<file path="config.mk">
export PLATFORM = sky130hd
export DESIGN_NAME = sslsr_top
export DESIGN_NICKNAME = d
export VERILOG_FILES = /design/src/sslsr_pkg.sv /design/src/sslsr_strap.sv /design/src/sslsr_top.sv
export SDC_FILE = /design/constraint.sdc
export NUM_CORES = 1
export LEC_CHECK = 0
export BUFFER_PORTS_ARGS = -buffer_cell sky130_fd_sc_hd__buf_2
export CAP_MARGIN = 20
export CORE_ASPECT_RATIO = 2
export CORE_UTILIZATION = 45
export CTS_CLUSTER_SIZE = 14
export DETAILED_ROUTE_END_ITERATION = 16
export PLACE_DENSITY_LB_ADDON = 0.08
export SYNTH_ARGS = -nofsm -noshare
export SYNTH_HDL_FRONTEND = slang
export SYNTH_HIERARCHICAL = 1
export SYNTH_SLANG_ARGS = --single-unit
</file>
<file path="constraint.sdc">
create_clock -name SYS_CLK -period 2.7 [get_ports SYS_CLK]
set_input_delay 0.135 -clock SYS_CLK [delete_from_list [all_inputs] [get_ports SYS_CLK]]
set_output_delay 0.135 -clock SYS_CLK [all_outputs]
set_load 0.01 [all_outputs]
</file>
<file path="src/sslsr_pkg.sv">
// constants shared by the system status, lock and soft reset block
package sslsr_pkg;

	// ****************************************
	// register offsets
	// ****************************************
	localparam logic [15:0] ADDR_STATUS     = 16'h2000;
	localparam logic [15:0] ADDR_SRST_CTL   = 16'h2004;
	localparam logic [15:0] ADDR_SYS_CFG2   = 16'h2005;

	// ****************************************
	// lock region address ranges and the unlocked gateway6 range
	// ****************************************
	localparam logic [15:0] MAC_FIRST       = 16'h4100;
	localparam logic [15:0] MAC_LAST        = 16'h4105;
	localparam logic [15:0] GW4_FIRST       = 16'h4106;
	localparam logic [15:0] GW4_LAST        = 16'h4109;
	localparam logic [15:0] MASK4_FIRST     = 16'h410A;
	localparam logic [15:0] MASK4_LAST      = 16'h410D;
	localparam logic [15:0] SRC4_FIRST      = 16'h410E;
	localparam logic [15:0] SRC4_LAST       = 16'h4111;
	localparam logic [15:0] LLA_FIRST       = 16'h4140;
	localparam logic [15:0] LLA_LAST        = 16'h414F;
	localparam logic [15:0] GUA_FIRST       = 16'h4150;
	localparam logic [15:0] GUA_LAST        = 16'h415F;
	localparam logic [15:0] SUB6_FIRST      = 16'h4160;
	localparam logic [15:0] SUB6_LAST       = 16'h416F;
	localparam logic [15:0] GW6_FIRST       = 16'h4170;
	localparam logic [15:0] GW6_LAST        = 16'h417F;
	localparam logic [15:0] PHY_CTL1_ADDR   = 16'h3000;
	localparam logic [15:0] PHY_CTL2_ADDR   = 16'h3001;

	// ****************************************
	// fields and reset values
	// ****************************************
	localparam int          BIT_CHIP_LOCK   = 7;
	localparam int          BIT_NET_LOCK    = 6;
	localparam int          BIT_PHY_LOCK    = 5;
	localparam int          BIT_PAR_MODE    = 1;
	localparam int          BIT_SPI_MODE    = 0;
	localparam int          BIT_SRST_RUN    = 7;
	localparam logic [7:0]  SRST_CTL_RESET  = 8'h80;
	localparam logic [3:1]  STRAP_PAR       = 3'h2;
	localparam logic [3:1]  STRAP_SPI       = 3'h0;

	// ****************************************
	// soft reset timing
	// ****************************************
	localparam int          SRST_TIME_NS    = 32;
	localparam int          CLK_PERIOD_NS   = 8;
	localparam int          SRST_CYCLES     =
		(SRST_TIME_NS + CLK_PERIOD_NS - 1) / CLK_PERIOD_NS;
	localparam logic [3:0]  SRST_CNT_LOAD   = 4'(SRST_CYCLES);

	typedef enum logic [0:0] {SSLSR_RUN, SSLSR_SRST} sslsr_state_t;

endpackage : sslsr_pkg

</file>
<file path="src/sslsr_strap.sv">
// host mode strap capture and decode
`timescale 1ns/1ps
module sslsr_strap (
	input  wire logic       clk,
	input  wire logic       capture,
	input  wire logic [3:0] strap,
	output logic            par_mode_q,
	output logic            spi_mode_q
);

	// ****************************************
	// decode
	// ****************************************
	function automatic logic strap_is(input logic [3:0] s,
		input logic [3:1] pat);
		strap_is = (s[3:1] == pat);
	endfunction : strap_is

	logic par_mode_d;
	logic spi_mode_d;

	// straps are only looked at while reset holds, pins may be reused later
	always_comb begin
		par_mode_d = par_mode_q;
		spi_mode_d = spi_mode_q;
		if (capture) begin
			par_mode_d = strap_is(strap, sslsr_pkg::STRAP_PAR);
			spi_mode_d = strap_is(strap, sslsr_pkg::STRAP_SPI);
		end
	end

	always_ff @(posedge clk) begin
		par_mode_q <= par_mode_d;
		spi_mode_q <= spi_mode_d;
	end

	a_par_decode: assert property (@(posedge clk) capture |=>
		par_mode_q == ($past(strap[3:1]) == sslsr_pkg::STRAP_PAR))
		else $error("parallel mode flag wrong after capture");

	a_spi_decode: assert property (@(posedge clk) capture |=>
		spi_mode_q == ($past(strap[3:1]) == sslsr_pkg::STRAP_SPI))
		else $error("serial mode flag wrong after capture");

endmodule : sslsr_strap

</file>
<file path="src/sslsr_top.sv">
// system status, configuration lock gating and software reset
// ****************************************
// ****************************************
`timescale 1ns/1ps
module sslsr_top (
	input  wire logic        SYS_CLK,
	input  wire logic        RESET,
	input  wire logic        CHIP_LOCK,
	input  wire logic        NET_LOCK,
	input  wire logic        PHY_LOCK,
	input  wire logic [3:0]  MODE_STRAP,
	input  wire logic [15:0] REG_ADDR,
	input  wire logic        REG_WR,
	input  wire logic        REG_RD,
	input  wire logic [7:0]  REG_WDATA,
	output logic      [7:0]  REG_RDATA,
	output logic             FWD_WR,
	output logic      [15:0] FWD_ADDR,
	output logic      [7:0]  FWD_WDATA,
	output logic             SOFT_RESET
);

	// ****************************************
	// address classes
	// ****************************************
	function automatic logic in_rng(input logic [15:0] a,
		input logic [15:0] lo, input logic [15:0] hi);
		in_rng = (a >= lo) && (a <= hi);
	endfunction : in_rng

	function automatic logic is_net_cfg(input logic [15:0] a);
		is_net_cfg =
			in_rng(a, sslsr_pkg::MAC_FIRST, sslsr_pkg::MAC_LAST) ||
			in_rng(a, sslsr_pkg::GW4_FIRST, sslsr_pkg::GW4_LAST) ||
			in_rng(a, sslsr_pkg::MASK4_FIRST, sslsr_pkg::MASK4_LAST) ||
			in_rng(a, sslsr_pkg::SRC4_FIRST, sslsr_pkg::SRC4_LAST) ||
			in_rng(a, sslsr_pkg::LLA_FIRST, sslsr_pkg::LLA_LAST) ||
			in_rng(a, sslsr_pkg::GUA_FIRST, sslsr_pkg::GUA_LAST) ||
			in_rng(a, sslsr_pkg::SUB6_FIRST, sslsr_pkg::SUB6_LAST);
	endfunction : is_net_cfg

	function automatic logic is_phy_cfg(input logic [15:0] a);
		is_phy_cfg = (a == sslsr_pkg::PHY_CTL1_ADDR) ||
			(a == sslsr_pkg::PHY_CTL2_ADDR);
	endfunction : is_phy_cfg

	function automatic logic is_sys_cfg(input logic [15:0] a);
		is_sys_cfg = (a == sslsr_pkg::ADDR_SRST_CTL) ||
			(a == sslsr_pkg::ADDR_SYS_CFG2);
	endfunction : is_sys_cfg

	// ****************************************
	// state
	// ****************************************
	sslsr_pkg::sslsr_state_t state_q, state_d;
	logic [3:0]  srst_cnt_q, srst_cnt_d;
	logic [7:0]  srst_ctl_q, srst_ctl_d;
	logic [7:0]  rdata_q, rdata_d;
	logic        fwd_wr_q, fwd_wr_d;
	logic [15:0] fwd_addr_q, fwd_addr_d;
	logic [7:0]  fwd_data_q, fwd_data_d;
	logic        srst_out_q, srst_out_d;
	logic        par_mode;
	logic        spi_mode;
	logic        in_srst;
	logic        blocked;
	logic [7:0]  status_v;

	assign in_srst = (state_q == sslsr_pkg::SSLSR_SRST);

	// straps caught again on every reset, soft or hard
	sslsr_strap u_strap (
		.clk        (SYS_CLK),
		.capture    (RESET || in_srst),
		.strap      (MODE_STRAP),
		.par_mode_q (par_mode),
		.spi_mode_q (spi_mode)
	);

	always_comb begin
		status_v = 8'h00;
		status_v[sslsr_pkg::BIT_CHIP_LOCK] = CHIP_LOCK;
		status_v[sslsr_pkg::BIT_NET_LOCK]  = NET_LOCK;
		status_v[sslsr_pkg::BIT_PHY_LOCK]  = PHY_LOCK;
		status_v[sslsr_pkg::BIT_PAR_MODE]  = par_mode;
		status_v[sslsr_pkg::BIT_SPI_MODE]  = spi_mode;
	end

	// ****************************************
	// write gating, read path, soft reset
	// ****************************************
	always_comb begin
		state_d    = state_q;
		srst_cnt_d = srst_cnt_q;
		srst_ctl_d = srst_ctl_q;
		rdata_d    = 8'h00;
		fwd_wr_d   = 1'b0;
		fwd_addr_d = fwd_addr_q;
		fwd_data_d = fwd_data_q;
		// chip, network and phy locks; gateway6 outside the network range
		blocked = (CHIP_LOCK && is_sys_cfg(REG_ADDR)) ||
			(NET_LOCK && is_net_cfg(REG_ADDR)) ||
			(PHY_LOCK && is_phy_cfg(REG_ADDR));
		case (state_q)
			sslsr_pkg::SSLSR_RUN: begin
				if (REG_RD && REG_ADDR == sslsr_pkg::ADDR_STATUS) begin
					rdata_d = status_v;
				end
				if (REG_WR && !blocked) begin
					if (REG_ADDR == sslsr_pkg::ADDR_SRST_CTL) begin
						srst_ctl_d = REG_WDATA;
						if (!REG_WDATA[sslsr_pkg::BIT_SRST_RUN]) begin
							state_d    = sslsr_pkg::SSLSR_SRST;
							srst_cnt_d = sslsr_pkg::SRST_CNT_LOAD;
						end
					end else begin
						fwd_wr_d   = 1'b1;
						fwd_addr_d = REG_ADDR;
						fwd_data_d = REG_WDATA;
					end
				end
			end
			sslsr_pkg::SSLSR_SRST: begin
				// hold reset, soft reset control and forwarding address and data back to defaults
				srst_ctl_d = sslsr_pkg::SRST_CTL_RESET;
				fwd_addr_d = 16'h0000;
				fwd_data_d = 8'h00;
				srst_cnt_d = srst_cnt_q - 4'h1;
				if (srst_cnt_q == 4'h1) begin
					state_d = sslsr_pkg::SSLSR_RUN;
				end
			end
			default: begin
				state_d = sslsr_pkg::SSLSR_RUN;
			end
		endcase
		// registered copy, so the pin comes straight from a flop
		srst_out_d = (state_d == sslsr_pkg::SSLSR_SRST);
	end

	always_ff @(posedge SYS_CLK) begin
		if (RESET) begin
			state_q    <= sslsr_pkg::SSLSR_RUN;
			srst_cnt_q <= 4'h0;
			srst_ctl_q <= sslsr_pkg::SRST_CTL_RESET;
			rdata_q    <= 8'h00;
			fwd_wr_q   <= 1'b0;
			fwd_addr_q <= 16'h0000;
			fwd_data_q <= 8'h00;
			srst_out_q <= 1'b0;
		end else begin
			state_q    <= state_d;
			srst_cnt_q <= srst_cnt_d;
			srst_ctl_q <= srst_ctl_d;
			rdata_q    <= rdata_d;
			fwd_wr_q   <= fwd_wr_d;
			fwd_addr_q <= fwd_addr_d;
			fwd_data_q <= fwd_data_d;
			srst_out_q <= srst_out_d;
		end
	end

	assign REG_RDATA  = rdata_q;
	assign FWD_WR     = fwd_wr_q;
	assign FWD_ADDR   = fwd_addr_q;
	assign FWD_WDATA  = fwd_data_q;
	assign SOFT_RESET = srst_out_q;

	// ****************************************
	// checks
	// ****************************************
	// chip lock read and cfg2 block
	a_chip_lock_read: assert property (
		@(posedge SYS_CLK) disable iff (RESET)
		REG_RD && !in_srst && REG_ADDR == sslsr_pkg::ADDR_STATUS
		|=> REG_RDATA[sslsr_pkg::BIT_CHIP_LOCK] == $past(CHIP_LOCK))
		else $error("chip lock status bit wrong");
	a_cfg2_locked: assert property (
		@(posedge SYS_CLK) disable iff (RESET)
		REG_WR && CHIP_LOCK && REG_ADDR == sslsr_pkg::ADDR_SYS_CFG2
		|=> !FWD_WR)
		else $error("system config write passed while chip locked");
	a_net_lock_read: assert property (
		@(posedge SYS_CLK) disable iff (RESET)
		REG_RD && !in_srst && REG_ADDR == sslsr_pkg::ADDR_STATUS
		|=> REG_RDATA[sslsr_pkg::BIT_NET_LOCK] == $past(NET_LOCK) &&
		REG_RDATA[sslsr_pkg::BIT_PHY_LOCK] == $past(PHY_LOCK))
		else $error("network or phy lock status bit wrong");
	a_net_blocked: assert property (
		@(posedge SYS_CLK) disable iff (RESET)
		REG_WR && NET_LOCK && is_net_cfg(REG_ADDR) |=> !FWD_WR)
		else $error("network config write passed while locked");
	a_gw6_open: assert property (
		@(posedge SYS_CLK) disable iff (RESET)
		REG_WR && !in_srst &&
		in_rng(REG_ADDR, sslsr_pkg::GW6_FIRST, sslsr_pkg::GW6_LAST)
		|=> FWD_WR && FWD_ADDR == $past(REG_ADDR))
		else $error("ipv6 gateway write was not forwarded");
	a_phy_blocked: assert property (
		@(posedge SYS_CLK) disable iff (RESET)
		REG_WR && is_phy_cfg(REG_ADDR)
		|=> FWD_WR == (!$past(PHY_LOCK) && !$past(in_srst)))
		else $error("phy control gating wrong");
	a_reserved_zero: assert property (
		@(posedge SYS_CLK) disable iff (RESET)
		$past(REG_RD) |-> REG_RDATA[4:2] == 3'h0)
		else $error("reserved status bits not zero");
	a_srst_locked: assert property (
		@(posedge SYS_CLK) disable iff (RESET)
		REG_WR && CHIP_LOCK && !in_srst &&
		REG_ADDR == sslsr_pkg::ADDR_SRST_CTL |=> !SOFT_RESET)
		else $error("soft reset taken while chip locked");
	a_srst_pulse: assert property (
		@(posedge SYS_CLK) disable iff (RESET)
		REG_WR && !CHIP_LOCK && !in_srst &&
		!REG_WDATA[sslsr_pkg::BIT_SRST_RUN] &&
		REG_ADDR == sslsr_pkg::ADDR_SRST_CTL
		|=> SOFT_RESET [*4] ##1
		!SOFT_RESET && srst_ctl_q == sslsr_pkg::SRST_CTL_RESET)
		else $error("soft reset sequence wrong");

endmodule : sslsr_top

</file>
==> results of run 1 <==
[layout by cell type, fill, tap and decap left out, types with 2 or more instances in the layout]
| master | synthesis | final |
|---|---|---|
| buf_2 | 1 | 64 |
| o21ai_0 | 3 | 3 |
| buf_4 | 3 | 2 |
| nand3b_1 | 2 | 2 |
| nand4_1 | 5 | 5 |
| a21oi_1 | 4 | 4 |
| a31oi_1 | 2 | 2 |
| ha_1 | 2 | 2 |
| inv_1 | 10 | 10 |
| and2_1 | 5 | 5 |
| mux2i_1 | 25 | 25 |
| nor2_1 | 8 | 7 |
| clkbuf_8 | 0 | 5 |
| nand3_1 | 2 | 2 |
| nor3_2 | 2 | 2 |
| nand2_1 | 50 | 50 |
| o22ai_1 | 2 | 2 |
| conb_1 | 1 | 3 |
| dfxtp_1 | 35 | 35 |
| nor3_1 | 5 | 5 |
| a311oi_1 | 2 | 2 |
| edfxtp_1 | 2 | 2 |
[flip-flops by register name, indices dropped and copies added, names as in the netlist]
name                count
srst_cnt_q              4
FWD_ADDR               16
SOFT_RESET              1
u_strap/spi_mode_q      1
FWD_WR                  1
u_strap/par_mode_q      1
REG_RDATA               5
FWD_WDATA               8
[critical path, cell delays in order]
cell and delay (ns):
buf_2 0.13, nor3_1 0.42, nand3b_1 0.13, o221ai_1 0.26, or3b_1 0.39, o311a_1 0.12, buf_4 0.26, and2_1 0.21
[per-stage QoR]
step,power (W),worst slack [ns],std cells
4_1_cts,0.00128,0.867,320
6_report,0.00127,0.835,320
5_1_grt,0.00132,0.771,320
3_5_place_dp,0.000792,0.544,312
2_1_floorplan,0.000721,0.963,208
3_3_place_gp,0.000790,0.598,312
[final timing paths]
check,slack [ns],cells after the start,end
setup / recovery,0.83,8,FWD_WR
hold / removal,0.04,2,REG_RDATA[5]
setup reg to reg,1.13,4,REG_RDATA[1]
hold reg to reg,0.45,1,REG_RDATA[0]
[final cells by class]
type / count / area share (%)
Clock buffer: 5 / 3.00
Clock inverter: 3 / 2.02
Inverter: 10 / 1.64
Multi-Input combinational cell: 148 / 42.8
Sequential cell: 37 / 33.2
Tap cell: 51 / 2.78
Timing Repair Buffer: 66 / 14.6
[power breakdown]
group	internal, W	switching [W]	total, W	leakage, nW
clock	0.000276	0.000212	0.000489	0.0543
sequential	0.000578	0.0000121	0.000591	0.307
combinational	0.0000800	0.000108	0.000188	0.692
[metal layers]
metal	track usage, %	wire, um	up-vias
met4	9.03	85	0
met1	23.5	1700	730
met5	0	0	-
met3	3.67	186	7
met2	33.4	2110	50
li1	-	-	830
[cell families (layout without fill, tap and decap cells)]
group                    Yosys count  in the layout  synth area share, %
AND/OR/NAND/NOR                   94             94                 27.6
flip-flops                        37             37                 40.8
multiplexers                      25             25                 13.4
AO/OA/AOI/OAI                     24             24                 9.19
buffers and inverters             23             84                 7.44
adder cells (fa/ha/maj)            2              2                 1.34
other                              1              3                0.201
==> results.yml, run 1 <==
status:
  status: "finished, final reports clean"
synth:
  synth_common_cells: "nand2_1 (50), dfxtp_1 (35), mux2i_1 (25)"
  async_reset_ff_share_pct: 0
  synthMostInstantiatedCell: "nand2_1"
  yosysSeqAreaShare_pct: 40.8
  yosysWarnings: 6
  mappedNetlistArea_mm2: 0.00187
  synth.ff_latch_count: 37
  synth-edff-count: 2
  synth_top_area_share_pct: 37.6
  synth.avg_cell_area_um2: 9.06
  synthCells: 206
  ys_top_cells_by_area: "dfxtp_1 (38%), mux2i_1 (13%), nand2_1 (10%)"
  synth_top_area_cell: "dfxtp_1"
  synth_cell_type_count: 50
  ys.flop_type: "dfxtp_1"
timing:
  post-route-period-util_pct: 69.1
  post-route-min-period_ns: 1.87
  hold_violations: 0
  whs_ns: 0.0418
  drv_slew: 0
  rsz0062_at_grt: "no"
  skew_ns: 0.00855
  clock.fmax_ghz: 0.536
  tns_ns: 0
  setup_violations: 0
setup_path:
  r2r_start: "SOFT_RESET"
  cp-startpoint: "REG_ADDR[9]"
  worst_setup_path_end_kind: "register"
  crit_arrival_ns: 2.07
  cp-start-kind: "primary input"
  crit_type: "in -> reg"
  required_ns: 2.91
  worstPathMaxFanout: 25
clocking:
  cts_resized: 0
  clockBufferDepth: 2
  cts_setup_buffers: 0
  clkTransAtPathRegs_ns: 0.08
  htreeDepth: 2
  tritoncts: "yes"
  hold_buffers: 0
  cts_inserted_buffers: 5
  cts.sinks: 37
  cts_root_buf: "clkbuf_8"
  clk_latency_ns: 0.30
placement:
  gp_congestion: 0.852
  dp_hpwl_um: 3110
  numPortBuffers: 64
  post_dp_cell_area_mm2: 0.00218
job:
  max_cap_viol_count: 0
detailed_routing:
  postRouteAntennaNets: 0
  drtPass1Iterations: 4
  drt-vias-per-instance: 5.05
  drtIter0Drc: 26
  wire_per_inst_um: 12.7
  routed_wirelength_um: 4080
  drc: 0
  vias: 1617
grt:
  antenna_found_initial: 0
  grt_pass1_vias: 1442
  grt_use_total_pct: 20.1
  grt_first_pass_wirelength_um: 6390
  grt_max_degree: 30
  grt-ovfl-total: 0
cells_and_area:
  diodes: 0
  nNetsFinal: 305
  syn2layout_area_growth_pct: 22.9
  multi_input_area_um2: 981
  drive_gt1_share_pct: 32.3
  final_area_mm2: 0.00229
  ff_latch_area_um2: 761
  post-route-util_pct: 58.5
  fillers: 410
floorplanning:
  rows: 32
  die_w_um: 47.5
  start_util_pct: 47.5
  fp.coreArea_mm2: 0.00392
  fp.dieArea_mm2: 0.00442
  die-height_um: 93.1
  io_pins: 69
pwr:
  p_per_area_mw_per_mm2: 552
  ir_drop_uv: 409
  p_leak_nw: 1.05
min_path:
  min_from: "PHY_LOCK"
  hold_path_class: "in -> reg"
(Power assumes the default switching activity.)
==> inputs of run 2 (changes only) <==
Settings changed: ABC_AREA from default to 1, CORE_UTILIZATION 45 to 44.
Clock period 2.7 ns to 1.5 ns, I/O delays scaled along.
==> results.yml, run 2 <==
clocking:
  htreeDepth: 2
  tritoncts: "yes"
  clk_latency_ns: 0.29
  clkTransAtPathRegs_ns: 0.07
  clockBufferDepth: 2
  cts.sinks: 37
  cts_inserted_buffers: 5
  cts_root_buf: "clkbuf_8"
synth:
  ys.flop_type: "dfxtp_1"
  synth-edff-count: 2
  synth_top_area_cell: "dfxtp_1"
  async_reset_ff_share_pct: 0
  synth_cell_type_count: 30
  synthCells: 261
  ys_top_cells_by_area: "dfxtp_1 (38%), nand2_1 (12%), nand3_1 (7.9%)"
  yosysWarnings: 6
  synth_common_cells: "nand2_1 (60), dfxtp_1 (35), inv_1 (30)"
  synth.avg_cell_area_um2: 7.05
  mappedNetlistArea_mm2: 0.00184
  synth.ff_latch_count: 37
  synthMostInstantiatedCell: "nand2_1"
  yosysSeqAreaShare_pct: 41.4
  synth_top_area_share_pct: 38.1
min_path:
  holdPathStages: 3
  hold_path_class: "in -> reg"
pwr:
  p_leak_nw: 1.37
  p_total_w: 0.00218
  p_per_area_mw_per_mm2: 784
  ir_drop_uv: 659
detailed_routing:
  drt-vias-per-instance: 4.93
  drtPass1Iterations: 4
  drtIter0Drc: 43
  routed_wirelength_um: 5130
  postRouteAntennaNets: 0
  drc: 0
  wire_per_inst_um: 12.4
  vias: 2046
timing:
  fin_ws_ns: 0.0198
  rsz0062_at_grt: "yes"
  post-route-period-util_pct: 98.7
  whs_ns: 0.0126
  drv_slew: 0
  skew_ns: 0.00275
  setup_violations: 0
  clock.fmax_ghz: 0.676
  post-route-min-period_ns: 1.48
  hold_violations: 0
grt:
  grt-busiest-layer: "met2"
  use_met2_pct: 42.9
  grt-ovfl-total: 0
  antenna_found_initial: 0
  use_met3_pct: 4.05
  grt_max_degree: 25
  grt_first_pass_wirelength_um: 7560
  grt_use_total_pct: 24.1
  grt_use_met1_pct: 24.5
  grt_pass1_vias: 1806
floorplanning:
  rows: 32
  die-height_um: 93.4
  io_pins: 69
  fp.dieArea_mm2: 0.00446
  die_w_um: 47.7
  fp.coreArea_mm2: 0.00392
  start_util_pct: 46.9
cells_and_area:
  nNetsFinal: 401
  syn2layout_area_growth_pct: 51.5
  final_area_mm2: 0.00279
  fin_cells: 415
  largest_reg_flops: 16
  drive_gt1_share_pct: 43.4
  layout_common_cells: "buf_2 (60), nand2_1 (54), dfxtp_1 (35), buf_4 (35), inv_1 (27)"
  diodes: 0
  layout_commonest_cell: "buf_2"
setup_path:
  required_ns: 1.72
  cp-startpoint: "REG_ADDR[10]"
  crit_type: "in -> reg"
  ff2ff_path_depth: 4
  crit_arrival_ns: 1.70
  reg2reg_setup_slack_ns: 0.29
  r2r_start: "srst_cnt_q[0]"
  r2r_end: "srst_cnt_q[1]"
  cp-endpoint: "FWD_ADDR[14]"
  worstPathMaxFanout: 6
  cp-start-kind: "primary input"
  worst_setup_path_end_kind: "register"
placement:
  dp.cells: 406
  dp_hpwl_um: 3960
  gp_congestion: 0.955
  post_dp_cell_area_mm2: 0.00250
  numPortBuffers: 64
  place_ws_ns: -0.306
status:
  status: "finished, final reports clean"
job:
  max_cap_viol_count: 0
run 2: cell types whose count changed after synthesis, moves of 4 or more:
cell      delta
a21oi_1     +16
nand2_1     +10
inv_1       +20
nand4_1      +5
nor2_2       +4
nand3_1     +27
inv_2        +5
clkbuf_1     -4
o21ai_2      +5
and2_1       -5
o21ai_1      +7
mux2i_1     -25
nor2_1      +18
run 2: cell type report:
class | count | area [um2]
flip-flops and latches | 37 | 761
multi-input cells | 182 | 1050
clock buffers | 6 | 72.6
fillers | 363 | 1140
well taps | 51 | 63.8
inverters | 35 | 141
clock inverters | 1 | 5.00
repair buffers | 103 | 693
run 2: cells by family (layout without fill, tap and decap cells):
family	after synthesis	count (layout)	share of synthesized area [%]
AO/OA/AOI/OAI	35	35	10.6
XOR/XNOR	1	1	0.476
adder cells (fa/ha/maj)	2	2	1.36
buffers and inverters	45	145	10.5
flip-flops	37	37	41.4
other	1	3	0.204
AND/OR/NAND/NOR	140	141	35.4
run 2: worst min-delay path by stage:
stage	start	endpoint	slack (ns)
6_report	CHIP_LOCK	REG_RDATA[7]	0.01
5_1_grt	REG_WDATA[2]	FWD_WDATA[2]	0.02
4_1_cts	CHIP_LOCK	REG_RDATA[7]	0.02
3_5_place_dp	CHIP_LOCK	REG_RDATA[7]	0.32
3_3_place_gp	CHIP_LOCK	REG_RDATA[7]	0.31
2_1_floorplan	RESET	FWD_ADDR[8]	0.17
run 2: per-layer routing:
metal  wire length [um]  up-vias
met5                  0        -
li1                   -     1049
met1               1840      934
met4                157        0
met3                159        9
met2               2970       54
run 2: power breakdown:
part	leakage [nW]	switching [W]	internal (W)
Clock	0.0410	0.000330	0.000315
Combinational	1.02	0.000259	0.000221
Sequential	0.307	0.0000214	0.00104
run 2: worst max-delay path: stages:
cell and delay [ns]:
buf_6 0.10, nor2_4 0.14, nand2_2 0.08, inv_2 0.08, nand2_1 0.12, a21oi_1 0.17, nor2_1 0.06, nor2_1 0.15
nand2_1 0.10, nand2_2 0.10, nand3_4 0.10, inv_6 0.11, buf_12 0.12, nand2_1 0.05, a21oi_1 0.12
run 2: what timing repair did:
item | 4_1_cts | 5_1_grt
resized for setup | 3 | 46
hold buffers | 0 | 0
setup buffers | 0 | 0
setup endpoints to repair | 6 | 30
pin swaps | 1 | 5
gates cloned | 0 | 2
run 2: per-stage QoR:
stage | TNS (ns) | utilization [%]
after global routing | -0.968 | 71.0
after floorplan | 0 | -
after CTS | 0 | 65.8
final | 0 | 71.0
after detailed placement | -7.84 | 63.6
after global placement | -7.86 | 63.6
